[src/logic/mfid_pkg.sv]
// Shared constants and types for the multi-function contact input decoder
package mfid_pkg;

  // ----------------------------------------------------------------------
  // Timing
  // ----------------------------------------------------------------------
  localparam int unsigned CLK_PERIOD_NS   = 20;   // 50 MHz system clock
  localparam int unsigned NS_PER_US       = 1000; // Unit conversion
  localparam int unsigned MIN_OFF_TIME_US = 500;  // Default output-off interval

  // ----------------------------------------------------------------------
  // Widths
  // ----------------------------------------------------------------------
  localparam int unsigned CODE_W = 8;   // Function code width
  localparam int unsigned FREQ_W = 16;  // Frequency word width
  localparam int unsigned CUR_W  = 12;  // Current word width

  // ----------------------------------------------------------------------
  // Function codes
  // ----------------------------------------------------------------------
  localparam logic [3:0]        EXT_FAULT_HI = 4'h2;  // Upper nibble of 20..2F
  localparam logic [CODE_W-1:0] CODE_DC_INJ  = 8'h60; // DC injection command
  localparam logic [CODE_W-1:0] CODE_SRCH_MX = 8'h61; // Search from max frequency
  localparam logic [CODE_W-1:0] CODE_SRCH_RF = 8'h62; // Search from reference
  localparam logic [CODE_W-1:0] CODE_TRQ_SW  = 8'h71; // Speed/torque mode switch
  localparam logic [CODE_W-1:0] CODE_POS_LK  = 8'h72; // Position-lock command
  localparam logic [CODE_W-1:0] CODE_GAIN_SW = 8'h77; // Speed-loop gain switch

  // ----------------------------------------------------------------------
  // External fault code field positions
  // ----------------------------------------------------------------------
  localparam int unsigned EXT_NC_BIT  = 0; // 1: normally closed
  localparam int unsigned EXT_RUN_BIT = 1; // 1: detect while running only
  localparam int unsigned EXT_ACT_LO  = 2; // Stop action field, low bit
  localparam int unsigned EXT_ACT_HI  = 3; // Stop action field, high bit
  localparam int unsigned EXT_HI_LO   = 4; // Group nibble, low bit
  localparam int unsigned EXT_HI_HI   = 7; // Group nibble, high bit

  // Stop action carried by the external fault codes
  typedef enum logic [1:0] {
    ACT_DECEL    = 2'b00,
    ACT_COAST    = 2'b01,
    ACT_ESTOP    = 2'b10,
    ACT_CONTINUE = 2'b11
  } mfid_action_t;

  // Stop request towards the motor sequencer
  typedef struct packed {
    logic fault;      // Fault output
    logic alarm;      // Alarm only, keep running
    logic ramp_down;  // Ramp output to zero
    logic fast_stop;  // Use fast_stop_time for the ramp
    logic cutoff;     // Cut power output at once
  } mfid_stop_t;

  // Speed search state
  typedef enum logic [1:0] {
    SRCH_IDLE  = 2'b00,
    SRCH_WAIT  = 2'b01,
    SRCH_SWEEP = 2'b10,
    SRCH_ACCEL = 2'b11
  } mfid_srch_state_t;

endpackage : mfid_pkg

[src/logic/mfid_top.sv]
// Multi-function contact input decoder: faults, braking, search, mode switches
`timescale 1ns/100ps
`default_nettype none
// Notes on behaviour
// - Sixteen external fault codes, all combinations
// - Even code normally open, odd normally closed
// - First two per group always, last two running
// - Groups: decelerate, coast, emergency, continue
// - Open faults when on, closed when off
// - Running-only variants checked only while operating
// - Decelerate: fault plus normal deceleration ramp
// - Coast: fault plus immediate output cutoff
// - Emergency: fault plus fast-stop time ramp
// - Continue: alarm only, keep running
// - Refuse duplicate external fault code assignment
// - DC injection brakes when stopped; excites under vector
// - Run or jog ends braking, starts motor
// - Search from maximum or present reference
// - Search done when current drops during sweep
// - After search accelerate with acceleration time
// - Wait minimum output-off interval before searching
// - Only one external search function assigned
// - Mode input off speed, on torque
// - Position lock below zero-speed level
// - Gain switch forces gain two, integral unchanged
module mfid_top
  import mfid_pkg::*;
#(
  parameter int unsigned NUM_IN      = 8,                // Number of contacts
  parameter int unsigned MIN_OFF_CYC =
    (MIN_OFF_TIME_US * NS_PER_US) / CLK_PERIOD_NS,       // Output-off wait
  parameter int unsigned SWEEP_DIV   = 16                // Cycles per sweep step
) (
  input  wire logic                        CLOCK_I,          // System clock
  input  wire logic                        RESETN_I,         // Sync reset, low
  input  wire logic                        CE_I,             // Clock enable
  input  wire logic [NUM_IN-1:0]           CONTACT_I,        // Contact pins
  input  wire logic [NUM_IN*mfid_pkg::CODE_W-1:0] FUNC_SEL_I, // Codes per input
  input  wire logic                        RUNNING_I,        // Drive operating
  input  wire logic                        RUN_CMD_I,        // Run command
  input  wire logic                        JOG_CMD_I,        // Any jog command
  input  wire logic                        FLUX_VECTOR_I,    // Flux vector mode
  input  wire logic                        FAULT_RESET_I,    // Clear held fault
  input  wire logic [mfid_pkg::FREQ_W-1:0] MAX_FREQ_I,       // Maximum frequency
  input  wire logic [mfid_pkg::FREQ_W-1:0] REF_FREQ_I,       // Present reference
  input  wire logic [mfid_pkg::FREQ_W-1:0] SWEEP_STEP_I,     // Sweep decrement
  input  wire logic [mfid_pkg::CUR_W-1:0]  OUT_CURRENT_I,    // Output current
  input  wire logic [mfid_pkg::CUR_W-1:0]  SEARCH_CUR_LVL_I, // Done threshold
  input  wire logic [mfid_pkg::FREQ_W-1:0] SPEED_REF_I,      // Speed reference
  input  wire logic [mfid_pkg::FREQ_W-1:0] ZERO_SPEED_LEVEL_I, // Lock level
  input  wire logic                        NORMAL_GAIN_TWO_I, // Normal gain pick
  output mfid_pkg::mfid_stop_t             STOP_REQ_O,       // Stop request
  output logic                             CONFIG_ERR_O,     // Setting refused
  output logic                             DC_BRAKE_O,       // DC braking
  output logic                             INIT_EXCITE_O,    // Initial excitation
  output logic                             BASEBLOCK_O,      // Output held off
  output logic                             SEARCH_ACTIVE_O,  // Sweep running
  output logic [mfid_pkg::FREQ_W-1:0]      SEARCH_FREQ_O,    // Sweep frequency
  output logic                             SEARCH_DONE_O,    // One-cycle pulse
  output logic                             ACCEL_TO_REF_O,   // Accelerate to ref
  output logic                             TORQUE_MODE_O,    // Torque control
  output logic                             POS_LOCK_O,       // Position loop on
  output logic                             GAIN_TWO_O,       // Use gain two
  output logic                             GAIN_TWO_FORCED_O // Gain forced
);

  import mfid_pkg::*;

  localparam int unsigned OFF_W = $clog2(MIN_OFF_CYC + 1);  // Wait counter width
  localparam int unsigned DIV_W = $clog2(SWEEP_DIV + 1);    // Divider width
  localparam logic [OFF_W-1:0] OFF_LAST = OFF_W'(MIN_OFF_CYC - 1);
  localparam logic [DIV_W-1:0] DIV_LAST = DIV_W'(SWEEP_DIV - 1);

  // ----------------------------------------------------------------------
  // Contact synchronisation
  // ----------------------------------------------------------------------
  logic [NUM_IN-1:0] contact_s;  // Sampled contact levels

  mfid_sync #(
    .WIDTH (NUM_IN)
  ) u_sync (
    .clk_i   (CLOCK_I),
    .rst_n_i (RESETN_I),
    .ce_i    (CE_I),
    .async_i (CONTACT_I),
    .sync_o  (contact_s)
  );

  // ----------------------------------------------------------------------
  // Per-input decode
  // ----------------------------------------------------------------------
  logic [NUM_IN-1:0] is_ext;     // Input holds an external fault code
  logic [NUM_IN-1:0] ext_hit;    // That input sees a fault right now
  logic [1:0]        ext_act [NUM_IN];  // Its stop action
  logic [NUM_IN-1:0] sel_dc;     // DC injection assigned and on
  logic [NUM_IN-1:0] sel_smx;    // Search from max assigned and on
  logic [NUM_IN-1:0] sel_srf;    // Search from reference assigned and on
  logic [NUM_IN-1:0] sel_trq;    // Mode switch on
  logic [NUM_IN-1:0] sel_lck;    // Position lock on
  logic [NUM_IN-1:0] sel_gsw;    // Gain switch on
  logic [NUM_IN-1:0] has_smx;    // Search from max assigned
  logic [NUM_IN-1:0] has_srf;    // Search from reference assigned

  genvar g;
  generate
    for (g = 0; g < NUM_IN; g++) begin : g_in
      logic [CODE_W-1:0] code;   // This input's function code
      logic              lvl;    // Its sampled level
      logic              active; // Level after polarity
      assign code = FUNC_SEL_I[g*CODE_W +: CODE_W];
      assign lvl  = contact_s[g];
      // Any code 20..2F is an external fault, three fields in the low nibble
      assign is_ext[g]  = (code[EXT_HI_HI:EXT_HI_LO] == EXT_FAULT_HI);
      // Odd codes are normally closed and fault on an open contact
      assign active     = code[EXT_NC_BIT] ? ~lvl : lvl;
      // Running-only codes look at the contact only while operating
      assign ext_hit[g] = is_ext[g] & active
                          & (~code[EXT_RUN_BIT] | RUNNING_I);
      assign ext_act[g] = code[EXT_ACT_HI:EXT_ACT_LO];
      assign sel_dc[g]  = (code == CODE_DC_INJ)  & lvl;
      assign has_smx[g] = (code == CODE_SRCH_MX);
      assign has_srf[g] = (code == CODE_SRCH_RF);
      assign sel_smx[g] = has_smx[g] & lvl;
      assign sel_srf[g] = has_srf[g] & lvl;
      assign sel_trq[g] = (code == CODE_TRQ_SW)  & lvl;
      assign sel_lck[g] = (code == CODE_POS_LK)  & lvl;
      assign sel_gsw[g] = (code == CODE_GAIN_SW) & lvl;
    end
  endgenerate

  // ----------------------------------------------------------------------
  // Configuration check
  // ----------------------------------------------------------------------
  logic cfg_err;  // Combinational verdict on the settings

  // Duplicated external fault setting or both search codes is refused
  always_comb begin
    cfg_err = (|has_smx) & (|has_srf);
    for (int i = 0; i < NUM_IN; i++) begin
      for (int j = i + 1; j < NUM_IN; j++) begin
        if (is_ext[i] && is_ext[j]) begin
          cfg_err = 1'b1;
        end
      end
    end
  end

  logic cfg_err_ff;  // Registered verdict; all functions gated by it

  // Registered so the gating never glitches on a settings change
  always_ff @(posedge CLOCK_I) begin
    if (!RESETN_I) begin
      cfg_err_ff <= 1'b0;
    end else if (CE_I) begin
      cfg_err_ff <= cfg_err;
    end
  end

  assign CONFIG_ERR_O = cfg_err_ff;

  // ----------------------------------------------------------------------
  // External fault collection
  // ----------------------------------------------------------------------
  logic hit_decel;  // Decelerate fault seen
  logic hit_coast;  // Coast fault seen
  logic hit_estop;  // Emergency fault seen
  logic hit_cont;   // Continue-with-alarm seen

  // Only one input may hold an external code, so OR over inputs is exact
  always_comb begin
    hit_decel = 1'b0;
    hit_coast = 1'b0;
    hit_estop = 1'b0;
    hit_cont  = 1'b0;
    for (int i = 0; i < NUM_IN; i++) begin
      if (ext_hit[i] && !cfg_err_ff) begin
        case (mfid_action_t'(ext_act[i]))
          ACT_DECEL: hit_decel = 1'b1;
          ACT_COAST: hit_coast = 1'b1;
          ACT_ESTOP: hit_estop = 1'b1;
          default:   hit_cont  = 1'b1;
        endcase
      end
    end
  end

  logic fault_ff;      // Held fault
  logic fast_stop_ff;  // Held fault uses fast_stop_time
  logic cutoff_ff;     // Held fault cuts the output
  logic alarm_ff;      // Alarm follows the contact
  logic fault_set;     // A stopping fault this cycle

  assign fault_set = hit_decel | hit_coast | hit_estop;

  // Faults latch; a reset request while a new fault arrives loses
  always_ff @(posedge CLOCK_I) begin
    if (!RESETN_I) begin
      fault_ff     <= 1'b0;
      fast_stop_ff <= 1'b0;
      cutoff_ff    <= 1'b0;
    end else if (CE_I) begin
      if (fault_set) begin
        fault_ff     <= 1'b1;
        fast_stop_ff <= fast_stop_ff | hit_estop;
        cutoff_ff    <= cutoff_ff | hit_coast;
      end else if (FAULT_RESET_I && !RUN_CMD_I) begin
        // A fault cannot be cleared while a run command stands
        fault_ff     <= 1'b0;
        fast_stop_ff <= 1'b0;
        cutoff_ff    <= 1'b0;
      end
    end
  end

  // Alarm is a level only; the drive keeps running
  always_ff @(posedge CLOCK_I) begin
    if (!RESETN_I) begin
      alarm_ff <= 1'b0;
    end else if (CE_I) begin
      alarm_ff <= hit_cont;
    end
  end

  // A coast cutoff overrides any ramp; emergency picks the short ramp
  always_comb begin
    STOP_REQ_O.fault     = fault_ff;
    STOP_REQ_O.alarm     = alarm_ff;
    STOP_REQ_O.cutoff    = cutoff_ff;
    STOP_REQ_O.ramp_down = fault_ff & ~cutoff_ff;
    STOP_REQ_O.fast_stop = fast_stop_ff & ~cutoff_ff;
  end

  // ----------------------------------------------------------------------
  // DC injection
  // ----------------------------------------------------------------------
  logic dc_brake_ff;   // DC braking applied
  logic excite_ff;     // Initial excitation applied
  logic dc_req;        // Braking wanted this cycle

  // Run or jog wins over the brake input at once
  assign dc_req = (|sel_dc) & ~cfg_err_ff & ~RUNNING_I
                  & ~RUN_CMD_I & ~JOG_CMD_I;

  // Flux vector drives excite instead of braking
  always_ff @(posedge CLOCK_I) begin
    if (!RESETN_I) begin
      dc_brake_ff <= 1'b0;
      excite_ff   <= 1'b0;
    end else if (CE_I) begin
      dc_brake_ff <= dc_req & ~FLUX_VECTOR_I;
      excite_ff   <= dc_req &  FLUX_VECTOR_I;
    end
  end

  assign DC_BRAKE_O    = dc_brake_ff;
  assign INIT_EXCITE_O = excite_ff;

  // ----------------------------------------------------------------------
  // Speed search
  // ----------------------------------------------------------------------
  mfid_srch_state_t  srch_ff;       // Search state
  mfid_srch_state_t  nxt_srch;      // Next search state
  logic [OFF_W-1:0]  off_cnt_ff;    // Output-off wait counter
  logic [DIV_W-1:0]  div_cnt_ff;    // Sweep pacing counter
  logic [FREQ_W-1:0] freq_ff;       // Sweep frequency
  logic              from_ref_ff;   // Start point is the reference
  logic              run_d_ff;      // Run command last cycle
  logic              done_ff;       // Completion pulse
  logic              run_rise;      // Run command just arrived
  logic              srch_in;       // Either search input on
  logic              sweep_tick;    // Step the sweep this cycle
  logic              cur_low;       // Current below the threshold

  assign run_rise   = RUN_CMD_I & ~run_d_ff;
  assign srch_in    = (sel_smx | sel_srf) != '0 && !cfg_err_ff;
  assign sweep_tick = (div_cnt_ff == DIV_LAST);
  assign cur_low    = (OUT_CURRENT_I < SEARCH_CUR_LVL_I);

  // Search steps; dropping the run command aborts from any state
  always_comb begin
    nxt_srch = srch_ff;
    case (srch_ff)
      SRCH_IDLE: begin
        if (run_rise && srch_in) begin
          nxt_srch = SRCH_WAIT;
        end
      end
      SRCH_WAIT: begin
        if (!RUN_CMD_I) begin
          nxt_srch = SRCH_IDLE;
        end else if (off_cnt_ff == OFF_LAST) begin
          nxt_srch = SRCH_SWEEP;
        end
      end
      SRCH_SWEEP: begin
        if (!RUN_CMD_I) begin
          nxt_srch = SRCH_IDLE;
        end else if (cur_low) begin
          nxt_srch = SRCH_ACCEL;
        end
      end
      SRCH_ACCEL: begin
        if (!RUN_CMD_I) begin
          nxt_srch = SRCH_IDLE;
        end
      end
      default: nxt_srch = SRCH_IDLE;
    endcase
  end

  // State register
  always_ff @(posedge CLOCK_I) begin
    if (!RESETN_I) begin
      srch_ff  <= SRCH_IDLE;
      run_d_ff <= 1'b0;
    end else if (CE_I) begin
      srch_ff  <= nxt_srch;
      run_d_ff <= RUN_CMD_I;
    end
  end

  // Start point chosen at the run edge, held for the whole search
  always_ff @(posedge CLOCK_I) begin
    if (!RESETN_I) begin
      from_ref_ff <= 1'b0;
    end else if (CE_I && srch_ff == SRCH_IDLE && nxt_srch == SRCH_WAIT) begin
      from_ref_ff <= |sel_srf;
    end
  end

  // Output-off interval counter, cleared outside the wait
  always_ff @(posedge CLOCK_I) begin
    if (!RESETN_I) begin
      off_cnt_ff <= '0;
    end else if (CE_I) begin
      if (srch_ff == SRCH_WAIT) begin
        off_cnt_ff <= off_cnt_ff + 1'b1;
      end else begin
        off_cnt_ff <= '0;
      end
    end
  end

  // Sweep frequency: loaded on entry, stepped down, floored at zero
  always_ff @(posedge CLOCK_I) begin
    if (!RESETN_I) begin
      freq_ff    <= '0;
      div_cnt_ff <= '0;
    end else if (CE_I) begin
      if (srch_ff != SRCH_SWEEP) begin
        freq_ff    <= from_ref_ff ? REF_FREQ_I : MAX_FREQ_I;
        div_cnt_ff <= '0;
      end else begin
        div_cnt_ff <= sweep_tick ? '0 : div_cnt_ff + 1'b1;
        if (sweep_tick) begin
          // Sweeping downward keeps the current in check near sync
          freq_ff <= (freq_ff > SWEEP_STEP_I) ?
                     freq_ff - SWEEP_STEP_I : '0;
        end
      end
    end
  end

  // One-cycle completion pulse on the sweep-to-accelerate step
  always_ff @(posedge CLOCK_I) begin
    if (!RESETN_I) begin
      done_ff <= 1'b0;
    end else if (CE_I) begin
      done_ff <= (srch_ff == SRCH_SWEEP) && (nxt_srch == SRCH_ACCEL);
    end
  end

  assign BASEBLOCK_O     = (srch_ff == SRCH_WAIT);
  assign SEARCH_ACTIVE_O = (srch_ff == SRCH_SWEEP);
  assign SEARCH_FREQ_O   = freq_ff;
  assign SEARCH_DONE_O   = done_ff;
  assign ACCEL_TO_REF_O  = (srch_ff == SRCH_ACCEL);

  // ----------------------------------------------------------------------
  // Mode, position lock and gain switches
  // ----------------------------------------------------------------------
  logic torque_ff;  // Torque control selected
  logic lock_ff;    // Position loop closed
  logic gforce_ff;  // Gain two forced

  // Plain levels, registered so the control loops see clean edges
  always_ff @(posedge CLOCK_I) begin
    if (!RESETN_I) begin
      torque_ff <= 1'b0;
      lock_ff   <= 1'b0;
      gforce_ff <= 1'b0;
    end else if (CE_I) begin
      torque_ff <= (|sel_trq) & ~cfg_err_ff;
      lock_ff   <= (|sel_lck) & ~cfg_err_ff
                   & (SPEED_REF_I < ZERO_SPEED_LEVEL_I);
      gforce_ff <= (|sel_gsw) & ~cfg_err_ff;
    end
  end

  assign TORQUE_MODE_O     = torque_ff;
  assign POS_LOCK_O        = lock_ff;
  // Only proportional gain moves; integral time is not touched here
  assign GAIN_TWO_O        = gforce_ff | NORMAL_GAIN_TWO_I;
  assign GAIN_TWO_FORCED_O = gforce_ff;

endmodule : mfid_top
`default_nettype wire

[src/logic/mfid_sync.sv]
// Two-stage synchroniser for a vector of contact inputs
`timescale 1ns/100ps
`default_nettype none
module mfid_sync #(
  parameter int unsigned WIDTH = 8  // Number of contacts
) (
  input  wire logic             clk_i,    // System clock
  input  wire logic             rst_n_i,  // Synchronous reset, active low
  input  wire logic             ce_i,     // Clock enable
  input  wire logic [WIDTH-1:0] async_i,  // Raw contact levels
  output logic      [WIDTH-1:0] sync_o    // Stable sampled levels
);

  // ----------------------------------------------------------------------
  // Per-bit double flop
  // ----------------------------------------------------------------------
  genvar g;
  generate
    for (g = 0; g < WIDTH; g++) begin : g_bit
      logic meta_ff;  // First stage, read only by the second
      logic stab_ff;  // Second stage
      // Contacts bounce and are asynchronous, so never read meta_ff
      always_ff @(posedge clk_i) begin
        if (!rst_n_i) begin
          meta_ff <= 1'b0;
          stab_ff <= 1'b0;
        end else if (ce_i) begin
          meta_ff <= async_i[g];
          stab_ff <= meta_ff;
        end
      end
      assign sync_o[g] = stab_ff;
    end
  endgenerate

endmodule : mfid_sync
`default_nettype wire

[config.mk]
export PLATFORM = sky130hd
export DESIGN_NAME = mfid_top
export DESIGN_NICKNAME = d
export VERILOG_FILES = /design/src/logic/mfid_pkg.sv /design/src/logic/mfid_top.sv /design/src/logic/mfid_sync.sv
export SDC_FILE = /design/constraint.sdc
export NUM_CORES = 1
export LEC_CHECK = 0
export ABC_AREA = 1
export BUFFER_PORTS_ARGS = -buffer_cell sky130_fd_sc_hd__buf_4
export CORE_MARGIN = 2
export CORE_UTILIZATION = 30
export CTS_BUF_LIST = sky130_fd_sc_hd__clkbuf_16
export DETAILED_ROUTE_END_ITERATION = 16
export PLACE_DENSITY = 0.56
export SYNTH_ARGS = -nofsm -noshare
export SYNTH_HDL_FRONTEND = slang
export SYNTH_SLANG_ARGS = --single-unit
[constraint.sdc]
create_clock -name CLOCK_I -period 4.5 [get_ports CLOCK_I]
set_clock_uncertainty 0.2 [all_clocks]
set_input_delay 1.125 -clock CLOCK_I [delete_from_list [all_inputs] [get_ports CLOCK_I]]
set_output_delay 1.125 -clock CLOCK_I [all_outputs]
set_load 0.05 [all_outputs]
==> impl_metrics.ini, run 1 <==
[logic_synthesis]
ys.flop_type = dfxtp_1
synth_top_cell_area_share = 0.216
syn_inst = 1069
syn-cell-area_um2 = 6200
ys_top_cells_by_area = dfxtp_1, nand2_1, nor2_1
syn_nets = 1299
yosys_warnings = 0
synth-edff-count = 0
synthDistinctLibCells = 44
ys_ff_latch = 67
avgSynthCellArea_um2 = 5.80
synth_top_cell_by_area = dfxtp_1
yosysSeqAreaShare = 0.216
async_flop_share = 0

[final_layout]
final_common_cell = nand2_1
nNetsFinal = 1503
final_cell_count_no_fill = 1548
antenna_cells = 0
area_growth_pct = 34.8
final_cell_mix = nand2_1, buf_4, nor2_1, inv_1, a21oi_1
drive_above_1_share = 0.196
final_util = 0.413
finalInstanceArea_um2 = 8360
nFillCells = 2243

[sta]
fin_hold_ws_ns = 0.258
min_period_ns = 3.12
grt_setup_unrepaired = no
finalCritPeriodShare = 0.694
worst_pin_slew_ns = 0.653
tns_ns = 0
clock.fmax_ghz = 0.320
max-slew-margin-rel = 0.561
hold_viol = 0
slew_violations = 0
setup_viol = 0
timing.final.ws_setup_ns = 1.38

[grt]
overflow = 0
grt_max_degree = 41
grtUsageTotal = 0.196
first_global_vias = 7195
antenna_found_initial = 0
grt_pass1_wl_mm = 34.7

[detailed_routing]
routed_wl_mm = 21.4
vias = 7413
routed.top_layer = met4
postRouteAntennaNets = 0
dr.pass1.iters = 5
via_per_inst = 4.79
wl_per_cell_um = 13.8
drt-initial-drc-count = 356
route.detailed.drc = 0
dr_wl_met2_mm = 9.94
wl_met1_mm = 9.39
met3WireLength_mm = 1.70

[place]
dp_hpwl_mm = 17.3
dpl_worst_slack_ns = 1.04
gp_congestion = 0.917
port_buffers = 216
dp_cells = 1532
place_area_um2 = 8050

[critical_path]
worstRegToRegCells = 13
critPathRequiredTime_ns = 4.56
path_common_cell = nand3_1
r2r-start = SEARCH_FREQ_O[0]$_SDFFE_PN0P_
crit_family = simple AND/OR/NAND/NOR gates
crit_path_end_kind = flip-flop
crit_path_max_incr_delay_ns = 0.54
crit_cells = 13
startpoint = SWEEP_STEP_I[0]
arrival_ns = 3.18
crit_buf_inv = 2
critical_path.startpoint_type = input port
cp_slowest_cell = and2_1
cp_cell_sequence = buf_4 -> ha_1 -> inv_1 -> fa_1 -> nand3_1 -> nand3_2 -> a21oi_2 -> o21ai_2 -> nand3_1 -> nand2_1 -> and2_1 -> o21ai_0 -> a21oi_1
crit_type = in2reg
cp_max_fo = 16

[clock_network]
clk_pin_slew_ns = 0.05
cts_resized = 0
htreeDepth = 3
cts_setup_buffers = 0
tritoncts = yes
cts_buffer_depth = 2
cts_root_buf = clkbuf_16
clock-sinks = 67
cts-hold-fix-buffers = 0
insertion_delay_ns = 0.33
numCtsBuffers = 9

[floorplanning]
die_w_um = 148
coreArea_um2 = 20200
dieArea_um2 = 21800
ioPinCount = 217
row_count = 52
die_h_um = 148
start_util = 0.307

[min_path]
hold_path_startpoint = run_d_ff$_SDFFE_PN0P_
min_path_cells = 2
min_path_type = reg2reg

[power]
vdd_drop_max_v = 0.000162
leakage_nw = 4.33
power_density_nw_per_um2 = 229
power_mw = 1.92

[job]
drv_cap = 0

[run_status]
status = complete, no violations
[synthesized netlist by cell type (all sizes together) (4+ instances only)]
master	instances
a21o	4
dfxtp	67
clkbuf	17
a221oi	4
inv	162
nor3	30
buf	10
nand4	31
nor2	168
a21oi	88
nand2	249
xor2	10
nand3b	5
ha	44
nand3	76
a31oi	4
o21ai	70
[tightest hold or removal path, stage by stage (launching register included)]
cell	delay (ns)
dfxtp_1	0.30
inv_1	0.06
a21oi_1	0.06
[power by group]
group | total [mW] | switching (mW) | internal [mW] | leakage, nW
combinational | 0.535 | 0.304 | 0.231 | 3.63
clock | 0.735 | 0.257 | 0.479 | 0.158
sequential | 0.645 | 0.0269 | 0.618 | 0.549
total | 1.92 | 0.587 | 1.33 | 4.33
[cell type report]
cell class                 instances  area, µm²  share of cell area
sequential                        67       1340               0.160
inverter                         163        612              0.0732
timing repair buffer             220       1650               0.198
clock inverter                     7       85.1              0.0102
tap                              270        338              0.0404
multi-input combinational        812       4110               0.491
clock buffer                       9        225              0.0269
[logic make-up (layout without fill, tap and decap cells)]
| kind of cell | after synthesis | count (layout) | synth area share |
|---|---|---|---|
| simple gates | 567 | 567 | 0.387 |
| buf+inv | 190 | 399 | 0.121 |
| compound gates | 189 | 189 | 0.168 |
| flops | 67 | 67 | 0.216 |
| fa+ha+maj | 45 | 45 | 0.0920 |
| xor+xnor | 11 | 11 | 0.0155 |
[layer usage]
layer,GRT usage,vias up
met3,0.0423,22
met1,0.249,3240
met2,0.341,250
met5,0,-
li1,-,3901
met4,0.0452,0
[registers in the layout, indices dropped and copies added, names as in the netlist, 2 cells and up]
register,flops
SEARCH_FREQ_O,16
off_cnt_ff,15
u_sync.g_bit.meta_ff,8
u_sync.g_bit.stab_ff,8
div_cnt_ff,5
srch_ff,2
[worst paths after layout]
check,to,slack [ns]
setup / recovery,SEARCH_FREQ_O[6]$_SDFFE_PN0P_,1.38
hold reg to reg,run_d_ff$_SDFFE_PN0P_,0.26
hold / removal,run_d_ff$_SDFFE_PN0P_,0.26
setup reg to reg,SEARCH_FREQ_O[6]$_SDFFE_PN0P_,1.87
(Power assumes the default switching activity.)
==> run 2: changes to the inputs <==
==> constraint.sdc (replaced) <==
create_clock -name CLOCK_I -period 3.1 [get_ports CLOCK_I]
set_clock_uncertainty 0.2 [all_clocks]
set_input_delay 0.775 -clock CLOCK_I [delete_from_list [all_inputs] [get_ports CLOCK_I]]
set_output_delay 0.775 -clock CLOCK_I [all_outputs]
set_load 0.05 [all_outputs]
==> run 2 against run 1 <==
  * Clock power up 32%
  * Sequential share of layout area hardly changed
  * Worst setup slack got worse by 1.0 ns
  * Total power up 40%
  * Global-route usage is 0.44 points higher
  * Largest cell class unchanged
  * Critical path type unchanged
  * Final area grew 0.18%
==> impl_metrics.ini, run 2 (synthesized netlist as in run 1, its figures left out) <==
[grt]
grt_pass1_wl_mm = 35.2
grtUsageTotal = 0.201
antenna_found_initial = 0
grt_max_degree = 40
overflow = 0
first_global_vias = 7131

[power]
vdd_drop_max_v = 0.000272
power_density_nw_per_um2 = 321
leakage_nw = 4.35

[critical_path]
cp_max_fo = 16
r2r-start = SEARCH_FREQ_O[0]$_SDFFE_PN0P_
crit_type = in2reg
crit_path_max_incr_delay_ns = 0.53
path_common_cell = nand3_1
critical_path.startpoint_type = input port
critPathRequiredTime_ns = 3.17
rr_endpoint = SEARCH_FREQ_O[6]$_SDFFE_PN0P_
worstRegToRegCells = 13
cp_cell_sequence = buf_4 -> ha_1 -> inv_1 -> fa_1 -> nand3_1 -> nand3_2 -> a21oi_2 -> o21ai_2 -> nand3_1 -> nand2_1 -> and2_1 -> o21ai_0 -> a21oi_1
arrival_ns = 2.81
crit_path_end_kind = flip-flop
cp_slowest_cell = and2_1
r2r_slack_ns = 0.47

[job]
drv_cap = 0

[clock_network]
clock-sinks = 67
cts-hold-fix-buffers = 0
cts_setup_buffers = 0
numCtsBuffers = 9
cts_resized = 0
htreeDepth = 3
insertion_delay_ns = 0.34
clk_pin_slew_ns = 0.05
tritoncts = yes
cts_buffer_depth = 2
cts_root_buf = clkbuf_16

[detailed_routing]
dr.pass1.iters = 5
route.detailed.drc = 0
vias = 7410
postRouteAntennaNets = 0
via_per_inst = 4.77
wl_per_cell_um = 14.0
drt-initial-drc-count = 370
routed_wl_mm = 21.7

[final_layout]
nNetsFinal = 1510
finalInstanceArea_um2 = 8380
antenna_cells = 0
final_common_cell = nand2_1
drive_above_1_share = 0.199
area_growth_pct = 35.0
final_cell_mix = nand2_1, buf_4, nor2_1, inv_1, a21oi_1
largest_register_ffs = 16

[sta]
setup_viol = 0
worst_pin_slew_ns = 0.629
clock.fmax_ghz = 0.365
tns_ns = 0
grt_setup_unrepaired = no
fin_hold_ws_ns = 0.260
slew_violations = 0
timing.final.ws_setup_ns = 0.361
max-slew-margin-rel = 0.578
min_period_ns = 2.74
hold_viol = 0
finalCritPeriodShare = 0.883

[floorplanning]
start_util = 0.307
die_w_um = 148
row_count = 52
ioPinCount = 217
dieArea_um2 = 21800
die_h_um = 148
coreArea_um2 = 20200

[place]
dpl_worst_slack_ns = -0.00999
dp_hpwl_mm = 17.8
port_buffers = 216
place_area_um2 = 8100
gp_congestion = 0.928

[run_status]
status = complete, no violations

[min_path]
hold_path_startpoint = run_d_ff$_SDFFE_PN0P_
min_path_cells = 2
min_path_type = reg2reg
hold_path_end = run_d_ff$_SDFFE_PN0P_
run 2: cell types whose count changed in the layout (fill, tap and decap cells not counted):
cell        before  now
buf_4          220  227
bufinv_16        2    1
clkinv_1         1    2
clkinvlp_4       1    0
inv_1          161  160
run 2: worst max-delay path by stage:
stage                         start                             to
floorplan           SWEEP_STEP_I[0]  SEARCH_FREQ_O[3]$_SDFFE_PN0P_
global placement    SWEEP_STEP_I[0]  SEARCH_FREQ_O[6]$_SDFFE_PN0P_
detailed placement  SWEEP_STEP_I[0]  SEARCH_FREQ_O[6]$_SDFFE_PN0P_
CTS                 SWEEP_STEP_I[0]  SEARCH_FREQ_O[6]$_SDFFE_PN0P_
global route        SWEEP_STEP_I[0]  SEARCH_FREQ_O[6]$_SDFFE_PN0P_
finish              SWEEP_STEP_I[0]  SEARCH_FREQ_O[6]$_SDFFE_PN0P_
run 2: power breakdown:
| group | switching (mW) | internal, mW | leakage [nW] | total [mW] |
|---|---|---|---|---|
| Clock | 0.363 | 0.604 | 0.140 | 0.967 |
| Combinational | 0.447 | 0.341 | 3.66 | 0.788 |
| Sequential | 0.0359 | 0.898 | 0.549 | 0.934 |
run 2: routing by layer:
layer  GRT usage  wire length (µm)  up-vias
met3      0.0407              1590       33
met1       0.256              9730     3226
met5           0                 0        -
li1            -                 -     3915
met2       0.339              9930      236
met4      0.0668               483        0
run 2: cell type report:
type | instances | area [µm²]
clock buffer | 9 | 225
clock inverter | 5 | 47.5
sequential | 67 | 1340
timing repair buffer | 227 | 1700
tap | 270 | 338
multi-input combinational | 812 | 4110
inverter | 163 | 612
fill | 2231 | 11900
run 2: stage by stage:
stage | power (mW) | cells | utilization
floorplan | 1.39 | 1069 | -
CTS | 2.72 | 1553 | 0.414
global placement | 1.73 | 1539 | 0.400
global route | 2.85 | 1553 | 0.414
finish | 2.69 | 1553 | 0.414
detailed placement | 1.74 | 1539 | 0.400
run 2: critical path: cells and delay by family:
kind,cells,cell delay (ns)
adders and majority gates,2,0.41
AOI/OAI and AO/OA,4,0.58
and+or+nand+nor,5,0.88
buffers and inverters,2,0.18
